==> config.mk <==
export PLATFORM = sky130hd
export DESIGN_NAME = pmc_cap_regs
export DESIGN_NICKNAME = d
export VERILOG_FILES = /design/src/pmc_pkg.sv /design/src/pmc_strap_capture.sv /design/src/pmc_read_port.sv /design/src/pmc_cap_regs.sv
export SDC_FILE = /design/constraint.sdc
export NUM_CORES = 1
export LEC_CHECK = 0
export BUFFER_PORTS_ARGS = -buffer_cell sky130_fd_sc_hd__buf_2
export CAP_MARGIN = 20
export CELL_PAD_IN_SITES_DETAIL_PLACEMENT = 2
export CELL_PAD_IN_SITES_GLOBAL_PLACEMENT = 2
export CORE_UTILIZATION = 34
export CTS_BUF_LIST = sky130_fd_sc_hd__clkbuf_16
export CTS_CLUSTER_SIZE = 20
export DETAILED_ROUTE_END_ITERATION = 16
export PLACE_DENSITY = 0.88
export SLEW_MARGIN = 5
export SYNTH_ARGS = -nofsm -noshare
export SYNTH_HDL_FRONTEND = slang
export SYNTH_SLANG_ARGS = --single-unit
==> constraint.sdc <==
create_clock -name clk_sys -period 3.15 [get_ports clk_sys]
set_input_delay 0.63 -clock clk_sys [delete_from_list [all_inputs] [get_ports clk_sys]]
set_output_delay 0.63 -clock clk_sys [all_outputs]
set_load 0.03 [all_outputs]
==> src/pmc_pkg.sv <==
package pmc_pkg;

   ////////////////////////////////////////////////////////////////////////////
   // register byte offsets
   localparam logic [7:0] OFS_DEV_VENDOR_ID = 8'h00;
   localparam logic [7:0] OFS_NV_CTRL       = 8'h48;
   localparam logic [7:0] OFS_CAP_STATUS    = 8'h4c;
   localparam logic [7:0] OFS_POWER_CAP     = 8'hc0;

   ////////////////////////////////////////////////////////////////////////////
   // power capability field positions
   localparam int POS_CAP_ID        = 0;
   localparam int POS_NEXT_ITEM     = 8;
   localparam int POS_SPEC_REV      = 16;
   localparam int POS_WAKE_CLK_DEP  = 19;
   localparam int POS_DEV_INIT      = 21;
   localparam int POS_AUX_CURRENT   = 22;
   localparam int POS_STATE_ONE     = 25;
   localparam int POS_STATE_TWO     = 26;
   localparam int POS_WAKE_D0       = 27;
   localparam int POS_WAKE_D1       = 28;
   localparam int POS_WAKE_D2       = 29;
   localparam int POS_WAKE_D3HOT    = 30;
   localparam int POS_COLD_WAKE     = 31;

   ////////////////////////////////////////////////////////////////////////////
   // fixed field values
   localparam logic [7:0] CAP_ID_PM        = 8'h01;
   localparam logic [7:0] NEXT_ITEM_NONE   = 8'h00;
   localparam logic [2:0] SPEC_REV_1_0A    = 3'h2;
   localparam logic       WAKE_CLK_DEP_NO  = 1'b0;
   localparam logic       DEV_INIT_NONE    = 1'b0;
   localparam logic [2:0] AUX_CUR_375MA    = 3'h7;
   localparam logic [2:0] AUX_CUR_NONE     = 3'h0;
   localparam logic       STATE_SUPPORTED  = 1'b1;

   ////////////////////////////////////////////////////////////////////////////
   // nonvolatile control register and status register layout
   localparam int         POS_COLD_WAKE_EN_NV = 31;
   localparam int         POS_NV_LOW_HALF     = 16;
   localparam logic [31:0] NV_CTRL_RESET      = 32'h0000_0000;
   localparam int         POS_ST_DONE         = 0;
   localparam int         POS_ST_AUX          = 1;
   localparam int         POS_ST_NV_READY     = 2;
   localparam int         POS_ST_IGN_CNT      = 8;
   localparam int         POS_CMD_RECAPTURE   = 0;
   localparam logic [7:0] IGN_CNT_RESET       = 8'h00;
   localparam logic [31:0] RDATA_RESET        = 32'h0000_0000;

   ////////////////////////////////////////////////////////////////////////////
   // types
   typedef struct packed {
      logic [7:0]  addr;
      logic [31:0] wdata;
      logic        wr;
      logic        rd;
   } pmc_bus_req_t;

   typedef enum logic [1:0] {
      CAP_SENSE = 2'b00,
      CAP_WAIT  = 2'b01,
      CAP_DONE  = 2'b11
   } pmc_cap_state_t;

endpackage

==> src/pmc_strap_capture.sv <==
`timescale 1ns/10ps
module pmc_strap_capture (
   // clock and reset
   input  wire logic clk_sys,
   input  wire logic rst_n,
   // sampling sources
   input  wire logic aux_power_sense,
   input  wire logic nv_ready,
   input  wire logic cold_wake_enable_nv,
   input  wire logic rearm,
   // results
   output logic      cold_off_wake_support,
   output logic      aux_sensed,
   output logic      capture_done
);

   typedef struct packed {
      pmc_pkg::pmc_cap_state_t state;
      logic                    aux_q;
      logic                    cold;
   } pmc_cap_st_t;

   pmc_cap_st_t st_reg;
   pmc_cap_st_t st_next;

   ////////////////////////////////////////////////////////////////////////////
   // the pin is caught on the first edge after release, since an async
   // reset may only load constants
   always_comb begin
      st_next = st_reg;
      case (st_reg.state)
         pmc_pkg::CAP_SENSE: begin
            st_next.aux_q = aux_power_sense;
            st_next.cold  = 1'b0;
            st_next.state = pmc_pkg::CAP_WAIT;
         end
         pmc_pkg::CAP_WAIT: begin
            if (nv_ready) begin
               st_next.cold  = st_reg.aux_q & cold_wake_enable_nv;
               st_next.state = pmc_pkg::CAP_DONE;
            end
         end
         pmc_pkg::CAP_DONE: begin
            if (rearm) begin
               st_next.state = pmc_pkg::CAP_SENSE;
            end
         end
         default: begin
            st_next.state = pmc_pkg::CAP_SENSE;
         end
      endcase
   end

   // state register
   always_ff @(posedge clk_sys or negedge rst_n) begin
      if (!rst_n) begin
         st_reg <= '{state: pmc_pkg::CAP_SENSE, aux_q: 1'b0, cold: 1'b0};
      end else begin
         st_reg <= st_next;
      end
   end

   assign cold_off_wake_support = st_reg.cold;
   assign aux_sensed            = st_reg.aux_q;
   assign capture_done          = (st_reg.state == pmc_pkg::CAP_DONE);

endmodule // pmc_strap_capture

==> src/pmc_read_port.sv <==
`timescale 1ns/10ps
module pmc_read_port (
   // clock and reset
   input  wire logic        clk_sys,
   input  wire logic        rst_n,
   // selected word
   input  wire logic        rd,
   input  wire logic        hit,
   input  wire logic [31:0] sel_data,
   // bus answer
   output logic [31:0]      rdata
);

   typedef struct packed {
      logic [31:0] rdata;
   } pmc_rd_st_t;

   pmc_rd_st_t st_reg;
   pmc_rd_st_t st_next;

   ////////////////////////////////////////////////////////////////////////////
   // data stand only in the cycle after the strobe; unmapped reads give zero
   always_comb begin
      st_next = st_reg;
      st_next.rdata = (rd && hit) ? sel_data : pmc_pkg::RDATA_RESET;
   end

   // answer register
   always_ff @(posedge clk_sys or negedge rst_n) begin
      if (!rst_n) begin
         st_reg <= '{rdata: pmc_pkg::RDATA_RESET};
      end else begin
         st_reg <= st_next;
      end
   end

   assign rdata = st_reg.rdata;

endmodule // pmc_read_port

==> src/pmc_cap_regs.sv <==
// Summary of operation
// - next item link reads zero: last entry
// - wake reported from D0 through D3hot; D3cold only with the cold wake bit
// - cold wake bit loaded from nonvolatile memory
// - aux sense low at reset clears cold wake
// - cold wake set only if sense and enable
// - state two support reported read-only
// - state one support reported read-only
// - cold wake one gives aux current 111b
// - cold wake zero gives aux current 000b
// - device specific initialization bit reads zero
// - wake needs no host bus clock
// - spec revision field reads 010b
// - device and vendor identity readable
// - capability identifier always reads one
`timescale 1ns/10ps
module pmc_cap_regs #(
   // identity codes: arbitrary neutral values
   parameter logic [15:0] DEVICE_IDENTITY = 16'h0a5c,
   parameter logic [15:0] VENDOR_IDENTITY = 16'h1f00
) (
   // clock and reset
   input  wire logic                  clk_sys,
   input  wire logic                  rst_n,
   // register port
   input  wire pmc_pkg::pmc_bus_req_t bus_req,
   output logic [31:0]                reg_rdata,
   // nonvolatile memory load
   input  wire logic [15:0]           nv_ctrl_word,
   input  wire logic                  nv_load,
   // auxiliary power sense pin
   input  wire logic                  aux_power_sense,
   // status towards the rest of the device
   output logic                       cold_off_wake_support,
   output logic [2:0]                 aux_current
);

   ////////////////////////////////////////////////////////////////////////////
   // state of this module

   typedef struct packed {
      logic [31:0] nv_ctrl;
      logic        nv_ready;
      logic [7:0]  ign_cnt;
      logic        recapture;
   } pmc_top_st_t;

   pmc_top_st_t st_reg;
   pmc_top_st_t st_next;

   ////////////////////////////////////////////////////////////////////////////
   // address decode

   logic hit_id;
   logic hit_nv;
   logic hit_st;
   logic hit_cap;
   logic hit_any;

   // one decoder shared by reads and writes
   always_comb begin
      hit_id  = (bus_req.addr == pmc_pkg::OFS_DEV_VENDOR_ID);
      hit_nv  = (bus_req.addr == pmc_pkg::OFS_NV_CTRL);
      hit_st  = (bus_req.addr == pmc_pkg::OFS_CAP_STATUS);
      hit_cap = (bus_req.addr == pmc_pkg::OFS_POWER_CAP);
      hit_any = hit_id | hit_nv | hit_st | hit_cap;
   end

   ////////////////////////////////////////////////////////////////////////////
   // strap capture of the cold wake support bit

   logic cold_bit;
   logic aux_sensed;
   logic capture_done;

   pmc_strap_capture u_capture (
      .clk_sys               (clk_sys),
      .rst_n                 (rst_n),
      .aux_power_sense       (aux_power_sense),
      .nv_ready              (st_reg.nv_ready),
      .cold_wake_enable_nv   (st_reg.nv_ctrl[pmc_pkg::POS_COLD_WAKE_EN_NV]),
      .rearm                 (st_reg.recapture),
      .cold_off_wake_support (cold_bit),
      .aux_sensed            (aux_sensed),
      .capture_done          (capture_done)
   );

   ////////////////////////////////////////////////////////////////////////////
   // power capability word, built from constants plus the captured bit

   logic [31:0] cap_word;
   logic [2:0]  aux_cur;

   // aux current follows the cold wake bit
   always_comb begin
      if (cold_bit) begin
         aux_cur = pmc_pkg::AUX_CUR_375MA;
      end else begin
         aux_cur = pmc_pkg::AUX_CUR_NONE;
      end
   end

   // the word has no storage, so no write to its offset can ever alter it
   always_comb begin
      cap_word = 32'h0000_0000;
      cap_word[pmc_pkg::POS_CAP_ID +: 8]    = pmc_pkg::CAP_ID_PM;
      cap_word[pmc_pkg::POS_NEXT_ITEM +: 8] = pmc_pkg::NEXT_ITEM_NONE;
      cap_word[pmc_pkg::POS_SPEC_REV +: 3]  = pmc_pkg::SPEC_REV_1_0A;
      cap_word[pmc_pkg::POS_WAKE_CLK_DEP]   = pmc_pkg::WAKE_CLK_DEP_NO;
      cap_word[pmc_pkg::POS_DEV_INIT]       = pmc_pkg::DEV_INIT_NONE;
      cap_word[pmc_pkg::POS_AUX_CURRENT +: 3] = aux_cur;
      cap_word[pmc_pkg::POS_STATE_ONE]      = pmc_pkg::STATE_SUPPORTED;
      cap_word[pmc_pkg::POS_STATE_TWO]      = pmc_pkg::STATE_SUPPORTED;
      cap_word[pmc_pkg::POS_WAKE_D0]        = pmc_pkg::STATE_SUPPORTED;
      cap_word[pmc_pkg::POS_WAKE_D1]        = pmc_pkg::STATE_SUPPORTED;
      cap_word[pmc_pkg::POS_WAKE_D2]        = pmc_pkg::STATE_SUPPORTED;
      cap_word[pmc_pkg::POS_WAKE_D3HOT]     = pmc_pkg::STATE_SUPPORTED;
      cap_word[pmc_pkg::POS_COLD_WAKE]      = cold_bit;
   end

   ////////////////////////////////////////////////////////////////////////////
   // identity and status words

   logic [31:0] id_word;
   logic [31:0] st_word;

   // identity is fixed at build time
   always_comb begin
      id_word = {DEVICE_IDENTITY, VENDOR_IDENTITY};
   end

   // status shows the capture progress and the refused writes
   always_comb begin
      st_word = 32'h0000_0000;
      st_word[pmc_pkg::POS_ST_DONE]        = capture_done;
      st_word[pmc_pkg::POS_ST_AUX]         = aux_sensed;
      st_word[pmc_pkg::POS_ST_NV_READY]    = st_reg.nv_ready;
      st_word[pmc_pkg::POS_ST_IGN_CNT +: 8] = st_reg.ign_cnt;
   end

   ////////////////////////////////////////////////////////////////////////////
   // read select

   logic [31:0] sel_data;

   // a priority chain is enough; the hits are exclusive
   always_comb begin
      if (hit_cap) begin
         sel_data = cap_word;
      end else if (hit_id) begin
         sel_data = id_word;
      end else if (hit_nv) begin
         sel_data = st_reg.nv_ctrl;
      end else if (hit_st) begin
         sel_data = st_word;
      end else begin
         sel_data = 32'h0000_0000;
      end
   end

   pmc_read_port u_read (
      .clk_sys  (clk_sys),
      .rst_n    (rst_n),
      .rd       (bus_req.rd),
      .hit      (hit_any),
      .sel_data (sel_data),
      .rdata    (reg_rdata)
   );

   ////////////////////////////////////////////////////////////////////////////
   // writes and nonvolatile load

   logic wr_nv;
   logic wr_st;
   logic wr_ro;

   // writes to the read-only words only bump a counter
   always_comb begin
      wr_nv = bus_req.wr & hit_nv;
      wr_st = bus_req.wr & hit_st;
      wr_ro = bus_req.wr & (hit_cap | hit_id);
   end

   // the nonvolatile load wins bits 31:16 over a software write in the same cycle,
   // so after such a cycle the stored enable matches what the memory delivered
   always_comb begin
      st_next = st_reg;
      st_next.recapture = 1'b0;
      if (wr_nv) begin
         st_next.nv_ctrl = bus_req.wdata;
      end
      if (nv_load) begin
         st_next.nv_ctrl[pmc_pkg::POS_NV_LOW_HALF +: 16] = nv_ctrl_word;
         st_next.nv_ready = 1'b1;
      end
      if (wr_st) begin
         st_next.recapture = bus_req.wdata[pmc_pkg::POS_CMD_RECAPTURE];
      end
      if (wr_ro && (st_reg.ign_cnt != 8'hff)) begin
         st_next.ign_cnt = st_reg.ign_cnt + 8'h01;           // saturates, never wraps
      end
   end

   // state register
   always_ff @(posedge clk_sys or negedge rst_n) begin
      if (!rst_n) begin
         st_reg <= '{nv_ctrl:   pmc_pkg::NV_CTRL_RESET,
                     nv_ready:  1'b0,
                     ign_cnt:   pmc_pkg::IGN_CNT_RESET,
                     recapture: 1'b0};
      end else begin
         st_reg <= st_next;
      end
   end

   ////////////////////////////////////////////////////////////////////////////
   // outputs

   assign cold_off_wake_support = cold_bit;
   assign aux_current           = aux_cur;

endmodule // pmc_cap_regs

==> metrics, run 1 <==
clock share of power=approximately two fifths; utilization after layout=between 40% and 50%; overall track demand over capacity in global routing=between 20% and 30%; number of flip-flops in the largest register=42; largest fanout of any net on the critical path=7; post-cts repair resize count=0; crit path DAT=roughly 2.6 ns; gate count after technology mapping=~310; commonest non-fill, non-tap cells in the layout=96 x buf_2, 78 x dfrtp_1, 35 x nand2_1, 28 x a21oi_1, 18 x nor2b_1; wirelength, routed=about 11000 µm; most common cell after layout, fill and taps aside=buf_2; power density over the cells=528 mW/mm²; Net Sw Frac=a little over a quarter; leakage power summed over all cells=between 2 and 2.5 nW; nets in the synthesized netlist=roughly 370; non-filler cells, final=around 540; number of slew-limit violations in the final report=0; number of optimization iterations in the first detailed-route pass=4; Relative slew margins=42.8%; async set or reset register ratio after synthesis=100%; number of I/O port buffers=97; required time at the endpoint of the critical path=3.42 ns; total of endpoints with negative setup slack in the final report=0; DR iter-0 viols=96; part of the Yosys area used for sequential elements=between 50 and 60%; clock sink count=about 80; post-DP HPWL=about 6900 µm; count of buffering cells on the critical path with inverters included=1; Bufs on Longest Clock Path=2; count of final hold-check violations=0; post-route standard cell area excluding fillers=roughly 0.0043 mm²; predominant post-synthesis flop cell=dfrtp_1; row count=35; wire length of the first global-routing pass=approximately 17000 µm; number of enable flip-flop cells after synthesis=0; register share of total power=47.7%; mapped cell area=0.00337 mm²; root buffer cell=clkbuf_16; Gate power share=about 10%; RSZ-0062 raised after global routing=no; Clk Latency, worst-skew pair=approximately 0.34 ns; routability congestion estimate=~0.74; antenna viol nets, final=0; internal cell power=approximately 1.7 mW; post-cts hold buffer count=0; Die Footprint=~0.010 mm²; type of destination of the critical path=flip-flop; GRT Residual Overflow=0; count of nets after finishing=approximately 470; Residual DRC=0; clock tree skew after final layout=slightly below 0.007 ns; share of cells above drive strength 1=between 30% and 40%; number of antenna repair diodes=0; placed cell count=~520; transition time at the pin with the least slew margin=0.851 ns; Synth cell types=38; floorplan die height=between 100 and 150 µm; sort of element at the start of the critical path=input pin; vias in the first global route=roughly 3200; result of the run=complete, no violations; total setup buffers inserted after CTS=0; x dimension of the die=just over 100 µm; max-cap check violation count=0; average wire length per cell after detail routing=about 20 µm; power dissipated by switching net loads=around 0.6 mW; largest voltage drop on the vdd net=between 0.2 and 0.3 mV; Post-Place Cell Area=between 0.003 and 0.004 mm²; Worst path slowest cell=nor4_2; maximum clock rate=roughly 430 MHz; warning count from the yosys run=0; total power of the final layout=2.25 mW; Top-Level Pins=98; Area growth, synth to finish=26.6%; Largest stage delay, worst path=between 0.7 and 0.8 ns; Setup TNS Final=0 ns; dominant delay contributor by cell family on the critical path=simple AND/OR/NAND/NOR gates; Seq cells post-synth=a little under 80; number of CTS-inserted buffers=9; antenna violations before repair=0; Setup CP Type=in -> reg; vias=between 2000 and 3000; maximum number of pins on one net before global-route repair=79; series of cell instances along the critical path=buf_2, nor4_2, nand2_1, nor3_1, o21a_1; detailed-route vias per instance=approximately 5.2; post-layout min period=about 2.3 ns; TritonCTS clock tree=done; clock-pin slew on the worst setup and hold paths=0.06 ns; core area=0.00942 mm²; H-tree depth reported by CTS=3; Mapped Avg Cell Area=10.9 µm²; worst min path class=in -> async; final period utilization=between 70 and 80%; effective utilization at floorplan=35.8%
-- logic make-up (layout without fill, tap and decap cells) --
| family | count (synthesis) | in the layout | share of synthesized area (%) |
|---|---|---|---|
| and+or+nand+nor | 111 | 111 | 17.3 |
| muxes | 31 | 31 | 9.91 |
| AOI/OAI and AO/OA | 58 | 58 | 10.1 |
| xor gates and xnor gates | 5 | 5 | 1.30 |
| DFF | 78 | 78 | 57.9 |
| adders and majority gates | 1 | 1 | 0.371 |
| buffers and inverters | 24 | 125 | 3.15 |
-- layout make-up --
type | count | area, µm²
Fill cell | 994 | 5140
Inverter | 5 | 18.8
Clock inverter | 7 | 41.3
Sequential cell | 78 | 1950
Multi-Input combinational cell | 206 | 1320
Tap cell | 129 | 161
Timing Repair Buffer | 104 | 553
Clock buffer | 9 | 225
-- cells in the mapped netlist (all sizes together) (5+ instances only) --
master  count  area (µm²)
mux2       19         214
and2        7        43.8
buf         8        46.3
nor2b      18         113
o21a        5        37.5
a31oi      16         100
nand2      35         131
a21oi      28         140
inv         5        18.8
dfrtp      78        1950
nand3       9        45.0
clkbuf     11        41.3
nor3        6        30.0
nor2       17        63.8
mux2i      12         120
-- power by group through the flow --
stage | combinational, mW | sequential, mW | clock, mW
2_1_floorplan | 0.132 | 1.09 | 0
3_3_place_gp | 0.215 | 1.09 | 0
3_5_place_dp | 0.225 | 1.09 | 0
4_1_cts | 0.231 | 1.08 | 0.961
5_1_grt | 0.253 | 1.08 | 1.01
6_report | 0.231 | 1.08 | 0.947
-- metrics by stage --
step	setup slack, ns	hold slack (ns)
global route	0.756	0.297
CTS	0.845	0.484
floorplan	0.891	0.334
detailed placement	0.657	0.471
finish	0.822	0.262
global placement	0.791	0.424
-- layer usage --
metal  share of wire (%)  GRT usage, %  vias to the layer above  routed length [µm]
met3                 4.1          5.11                       13                 439
met5                   0             0                        -                   0
li1                    -             -                     1262                   -
met1                  40          25.2                     1459                4280
met2                  55          41.5                       79                5840
met4                 1.4          6.24                        0                 152
-- worst paths after layout --
path	cells past startpoint	startpoint	slack, ns	to
setup / recovery	5	bus_req[39]	0.82	u_read.rdata[10]$_DFF_PN0_
hold / removal	1	rst_n	0.26	st_reg[40]$_DFFE_PN0P_
setup reg to reg	5	st_reg[1]$_DFFE_PN0P_	1.37	st_reg[2]$_DFFE_PN0P_
hold reg to reg	1	st_reg[13]$_DFFE_PN0P_	0.48	u_read.rdata[3]$_DFF_PN0_
max in group asynchronous	2	rst_n	2.28	st_reg[25]$_DFFE_PN0P_
min in group clk_sys	1	st_reg[13]$_DFFE_PN0P_	0.48	u_read.rdata[3]$_DFF_PN0_
-- worst register-to-register path: stages (launching register included) --
cell and delay (ns):
dfrtp_1 0.44, ha_1 0.24, and3_1 0.25, nand2_1 0.18, and3_1 0.23, mux2_1 0.33
(Power assumes the default switching activity.)
==> run 2: changes to the inputs <==
CORE_UTILIZATION = 32   (was 34)
PLACE_DENSITY = 0.84   (was 0.88)
clock period = 2.4 ns   (was 3.15 ns; I/O delays follow)
==> run 2 against run 1 <==
  * Highest routed layer unchanged
  * Cell count up 2.2%
  * Sequential share of layout area is 1.4 points lower
  * Power grew 45%
  * Critical endpoint is now st_reg[2]$_DFFE_PN0P_
  * Worst hold slack worse by 0.15 ns
  * Global-route usage is 2.0 points lower
  * The run now ends with DRC left
==> metrics, run 2 (synthesis results as in run 1) <==
result of the run=complete, but fails checks; violations in the final reports=DRC; number of flip-flops in the largest register=42; count of nets after finishing=472; maximum clock rate=around 550 MHz; Post-Place Cell Area=around 0.0041 mm²; antenna viol nets, final=0; most common cell after layout, fill and taps aside=buf_2; wirelength, routed=just over 10000 µm; RSZ-0062 raised after global routing=no; post-cts repair resize count=0; count of buffering cells on the critical path with inverters included=0; floorplan die height=around 100 µm; root buffer cell=clkbuf_16; post-DP HPWL=approximately 7200 µm; Top-Level Pins=98; post-route standard cell area excluding fillers=approximately 0.0044 mm²; maximum number of pins on one net before global-route repair=43; post-cts hold buffer count=0; detailed-route vias per instance=5.02; power density over the cells=741 mW/mm²; GRT Residual Overflow=0; commonest non-fill, non-tap cells in the layout=96 x buf_2, 78 x dfrtp_1, 35 x nand2_1, 28 x a21oi_1, 18 x nor2b_1; clock sink count=a little under 80; worst hold margin=between 0.1 and 0.15 ns; x dimension of the die=about 100 µm; DR iter-0 viols=65; number of CTS-inserted buffers=9; vias in the first global route=3086; number of antenna repair diodes=0; largest voltage drop on the vdd net=around 0.42 mV; depth of the worst register-to-register path=5; Setup TNS Final=0 ns; setup slack of the most critical reg-to-reg path=around 0.57 ns; routability congestion estimate=approximately 0.73; library cell appearing most often on the critical path=and3_1; dominant delay contributor by cell family on the critical path=simple AND/OR/NAND/NOR gates; TritonCTS clock tree=done; Residual DRC=1; sort of element at the start of the critical path=flip-flop; H-tree depth reported by CTS=3; clock-pin slew on the worst setup and hold paths=approximately 0.06 ns; number of optimization iterations in the first detailed-route pass=10; series of cell instances along the critical path=ha_1, and3_1, nand2_1, and3_1, mux2_1; core area=roughly 0.010 mm²; Largest stage delay, worst path=0.45 ns; crit path DAT=between 2 and 2.5 ns; number of slew-limit violations in the final report=0; Worst path slowest cell=dfrtp_1; leakage power summed over all cells=2.23 nW; number of I/O port buffers=just under 100; Area growth, synth to finish=30.5%; effective utilization at floorplan=32.8%; Setup CP Type=reg -> reg; type of destination of the critical path=flip-flop; share of cells above drive strength 1=between 30 and 40%; overall track demand over capacity in global routing=about a fifth; antenna violations before repair=0; largest fanout of any net on the critical path=5; average wire length per cell after detail routing=about 19 µm; row count=37; Relative slew margins=between 60% and 70%; Die Footprint=approximately 0.011 mm²; transition time at the pin with the least slew margin=around 0.55 ns; utilization after layout=42.8%; total of endpoints with negative setup slack in the final report=0; max-cap check violation count=0; clock tree skew after final layout=0.00623 ns; required time at the endpoint of the critical path=2.61 ns; Bufs on Longest Clock Path=2; final period utilization=around 76%; count of final hold-check violations=0; post-layout min period=approximately 1.8 ns; wire length of the first global-routing pass=16800 µm; end of the worst register-to-register path=st_reg[2]$_DFFE_PN0P_; worst min path class=in -> async; total setup buffers inserted after CTS=0; vias=~2800; worst reg2reg startpoint=st_reg[1]$_DFFE_PN0P_; Clk Latency, worst-skew pair=between 0.3 and 0.4 ns; fill cell count=approximately 1100
run 2: changes by cell type in the layout (fill, tap and decap cells not counted):
cell        delta
buf_12         +1
clkinvlp_4     -2
buf_4          +4
bufinv_16      +3
clkinv_1       -1
run 2: power breakdown:
group	total (mW)	leakage, nW	internal (mW)	switching (mW)
registers	1.41	1.01	1.37	0.0454
logic	0.306	1.05	0.116	0.190
clock network	1.54	0.167	1.01	0.533
run 2: worst register-to-register path, cell delays in order, from the launching register on:
cell and delay, ns:
dfrtp_1 0.45, ha_1 0.26, and3_1 0.24, nand2_1 0.17, and3_1 0.24, mux2_1 0.35
run 2: through the flow:
| stage | total power, mW | std cells | worst slack [ns] |
|---|---|---|---|
| 6_report | 3.26 | 550 | 0.574 |
| 5_1_grt | 3.37 | 550 | 0.497 |
| 2_1_floorplan | 1.61 | 308 | 0.291 |
| 3_5_place_dp | 1.74 | 534 | 0.219 |
| 3_3_place_gp | 1.72 | 534 | 0.280 |
| 4_1_cts | 3.30 | 550 | 0.555 |
run 2: how the worst max path moves through the flow:
stage | end | slack [ns] | depth (start not counted) | start
4_1_cts | st_reg[2]$_DFFE_PN0P_ | 0.56 | 5 | st_reg[1]$_DFFE_PN0P_
3_3_place_gp | st_reg[7]$_DFFE_PN0P_ | 0.28 | 6 | bus_req[39]
6_report | st_reg[2]$_DFFE_PN0P_ | 0.57 | 5 | st_reg[1]$_DFFE_PN0P_
5_1_grt | st_reg[7]$_DFFE_PN0P_ | 0.50 | 6 | bus_req[39]
2_1_floorplan | st_reg[2]$_DFFE_PN0P_ | 0.29 | 4 | bus_req[39]
3_5_place_dp | st_reg[7]$_DFFE_PN0P_ | 0.22 | 6 | bus_req[39]
run 2: per-layer routing:
| metal | routed length [µm] | up-vias | global-route usage (%) |
|---|---|---|---|
| met2 | 5260 | 93 | 35.1 |
| met4 | 266 | 0 | 8.65 |
| met1 | 4350 | 1384 | 23.8 |
| met5 | 0 | - | 0 |
| met3 | 513 | 21 | 4.99 |
| li1 | - | 1264 | - |
run 2: cell type report:
type                       count  area [µm²]  area share, %
timing repair buffer         109         603           13.7
tap                          136         170           3.87
sequential                    78        1950           44.4
multi-input combinational    206        1320           30.0
clock buffer                   9         225           5.12
inverter                       5        18.8          0.426
clock inverter                 7         113           2.56
==> run 3: changes to the inputs <==
ABC_AREA = 1   (was not set)
CORE_UTILIZATION = 27   (was 32)
PLACE_DENSITY = 0.8   (was 0.84)
clock period = 1.5 ns   (was 2.4 ns; I/O delays follow)
==> run 3 against run 2 <==
  * The flow now finishes without violations
  * Cell count rose by 37%
  * Global-route usage fell by 2.1 points
  * Synthesized area rose by 11%
  * Die area rose by 31%
  * Clock skew up 0.0011 ns
  * Sequential share of layout area down 5.1 points
  * Register-to-register slack lost 0.46 ns
  * Clock power rose by 55%
  * Final area rose by 13%
  * Largest cell class unchanged
  * Highest routed layer unchanged
==> metrics, run 3 <==
result of the run=complete, no violations; floorplan die height=between 100 and 150 µm; number of slew-limit violations in the final report=0; number of I/O port buffers=97; number of optimization iterations in the first detailed-route pass=4; count of final hold-check violations=0; Relative slew margins=74.3%; largest voltage drop on the vdd net=~0.6 mV; worst min path class=in -> reg; internal cell power=between 3 and 4 mW; clock share of power=between 40% and 50%; dominant delay contributor by cell family on the critical path=simple AND/OR/NAND/NOR gates; crit path DAT=between 1.5 and 2 ns; RSZ-0062 raised after global routing=no; overall track demand over capacity in global routing=18.2%; Gate power share=between 10% and 20%; register share of total power=around 44%; Die Footprint=about 0.014 mm²; transition time at the pin with the least slew margin=about 0.38 ns; post-DP HPWL=about 9200 µm; share of cells above drive strength 1=~33%; vias=approximately 3400; antenna viol nets, final=0; number of CTS-inserted buffers=9; PnR worst setup slack=around 0.11 ns; final period utilization=between 90% and 100%; effective utilization at floorplan=between 20% and 30%; predominant post-synthesis flop cell=dfrtp_1; worst hold margin=between 0.15 and 0.2 ns; total of endpoints with negative setup slack in the final report=0; root buffer cell=clkbuf_16; count of nets after finishing=approximately 630; antenna violations before repair=0; Area growth, synth to finish=32.2%; number of flip-flops in the largest register=42; mapped cell area=~0.0038 mm²; largest fanout of any net on the critical path=8; leakage power summed over all cells=roughly 2.6 nW; number of antenna repair diodes=0; Seq cells post-synth=about 80; cell type with the highest aggregate area in the netlist=dfrtp_1; x dimension of the die=roughly 120 µm; routability congestion estimate=0.765; Mapped Avg Cell Area=a little over 8 µm²; Net Sw Frac=between 20% and 30%; max-cap check violation count=0; core area=around 0.013 mm²; average wire length per cell after detail routing=approximately 17 µm; power dissipated by switching net loads=between 1 and 1.5 mW; part of the Yosys area used for sequential elements=51.9%; clock tree skew after final layout=0.00734 ns; wirelength, routed=12500 µm; warning count from the yosys run=0; wire length of the first global-routing pass=approximately 20000 µm; proportion of netlist area held by the largest area contributor=roughly half; Setup TNS Final=0 ns; cell types occupying the most area after synthesis=dfrtp_1 52%, nand2_1 17%, nand3_1 7.7%; Bufs on Longest Clock Path=2; series of cell instances along the critical path=ha_1, nand3_2, nor2_4, nand3_4, nand3_4, nand2_1, nand2_1; maximum clock rate=between 700 and 800 MHz; DR iter-0 viols=around 180; placed cell count=between 700 and 800; vias in the first global route=approximately 3800; Synth cell types=29; non-filler cells, final=between 700 and 800; clock sink count=78; count of buffering cells on the critical path with inverters included=0; gate count after technology mapping=~460; clock-pin slew on the worst setup and hold paths=approximately 0.06 ns; Worst Hold Launch=bus_req[11]; most frequent cells after synthesis=166 x nand2_1, 78 x dfrtp_1, 58 x nand3_1; async set or reset register ratio after synthesis=100%; DP Worst Slack=-0.0673 ns; worst setup path startpoint=st_reg[2]$_DFFE_PN0P_; nets in the synthesized netlist=518; library cell with the highest instance count after synthesis=nand2_1; commonest non-fill, non-tap cells in the layout=166 x nand2_1, 96 x buf_2, 78 x dfrtp_1, 57 x nand3_1, 36 x inv_1; Worst path slowest cell=dfrtp_1; detailed-route vias per instance=4.57; post-layout min period=1.39 ns; row count=42; total setup buffers inserted after CTS=0; type of destination of the critical path=flip-flop; most common cell after layout, fill and taps aside=nand2_1; required time at the endpoint of the critical path=around 1.8 ns; Largest stage delay, worst path=approximately 0.36 ns; sort of element at the start of the critical path=flip-flop; power density over the cells=1070 mW/mm²; Clk Latency, worst-skew pair=around 0.34 ns; number of enable flip-flop cells after synthesis=0; maximum number of pins on one net before global-route repair=34; worst reg2reg startpoint=st_reg[2]$_DFFE_PN0P_; GRT Residual Overflow=0; fill cell count=1540; TritonCTS clock tree=done; Top-Level Pins=just under 100; Residual DRC=0; Setup CP Type=reg -> reg; H-tree depth reported by CTS=3
## run 3: cell count changes in the layout (fill, tap and decap cells not counted), sizes merged, moves of 16 or more
| cell | previous run | this run |
|---|---|---|
| a21oi | 28 | 3 |
| inv | 5 | 38 |
| nand3 | 9 | 63 |
| nand2 | 35 | 169 |
| nor2 | 17 | 63 |
| a31oi | 16 | 0 |
| mux2 | 19 | 1 |
| nor2b | 18 | 0 |
## run 3: cells by family after synthesis
logic type | after synthesis | synth area share, %
XOR/XNOR | 1 | 0.233
AND/OR/NAND/NOR | 308 | 38.3
multiplexers | 1 | 0.300
adder cells (fa/ha/maj) | 1 | 0.333
AO/OA/AOI/OAI | 9 | 1.27
buffers and inverters | 57 | 7.66
flip-flops | 78 | 51.9
## run 3: metrics by stage
step	total power, mW	instance area (µm²)	util (%)
2_1_floorplan	2.69	3760	-
3_3_place_gp	2.92	4600	34.3
3_5_place_dp	2.95	4600	34.3
4_1_cts	5.35	4950	36.9
5_1_grt	5.52	4970	37.1
6_report	5.30	4970	37.1
## run 3: path summary, 6_finish.rpt
path / to / slack (ns) / cells past startpoint
worst max-delay path: st_reg[4]$_DFFE_PN0P_ / 0.11 / 7
worst min-delay path: st_reg[19]$_DFFE_PN0P_ / 0.17 / 3
worst max register to register: st_reg[4]$_DFFE_PN0P_ / 0.11 / 7
worst min register to register: st_reg[12]$_DFFE_PN0P_ / 0.48 / 2
max in group asynchronous: u_read.rdata[9]$_DFF_PN0_ / 0.58 / 3
min in group asynchronous: st_reg[40]$_DFFE_PN0P_ / 0.42 / 2
## run 3: power by group through the flow
stage	Clock (mW)	Combinational [mW]	Sequential, mW
3_5_place_dp	0	0.588	2.36
4_1_cts	2.42	0.600	2.33
5_1_grt	2.52	0.653	2.34
3_3_place_gp	0	0.566	2.36
6_report	2.38	0.590	2.33
2_1_floorplan	0	0.341	2.35
## run 3: worst min-delay path, delay by kind of cell
| family | cells | cell delay [ns] |
|---|---|---|
| buf+inv | 1 | 0.07 |
| simple gates | 2 | 0.09 |
## run 3: cell type report
cell class | count | area (µm²) | share of cell area [%]
Multi-Input combinational cell | 321 | 1560 | 31.3
Tap cell | 176 | 220 | 4.43
Clock inverter | 7 | 97.6 | 1.97
Timing Repair Buffer | 124 | 781 | 15.7
Sequential cell | 78 | 1950 | 39.3
Inverter | 36 | 135 | 2.72
Clock buffer | 9 | 225 | 4.54
## run 3: what timing repair did
| item | in CTS | in global routing |
|---|---|---|
| gates resized for setup | 3 | 2 |
| hold endpoints to repair | 24 | 0 |
| endpoints found under the setup margin | 8 | 8 |
| hold buffers | 1 | 0 |
| cloned | 0 | 1 |
| pin swaps | 0 | 1 |
## run 3: layer usage
layer / part of all wire (%) / GRT usage [%] / vias to the layer above
met4: 1.2 / 5.16 / 0
met2: 51 / 31.6 / 62
met1: 44 / 22.6 / 1701
met5: 0 / 0 / -
li1: - / - / 1655
met3: 3.1 / 3.66 / 13
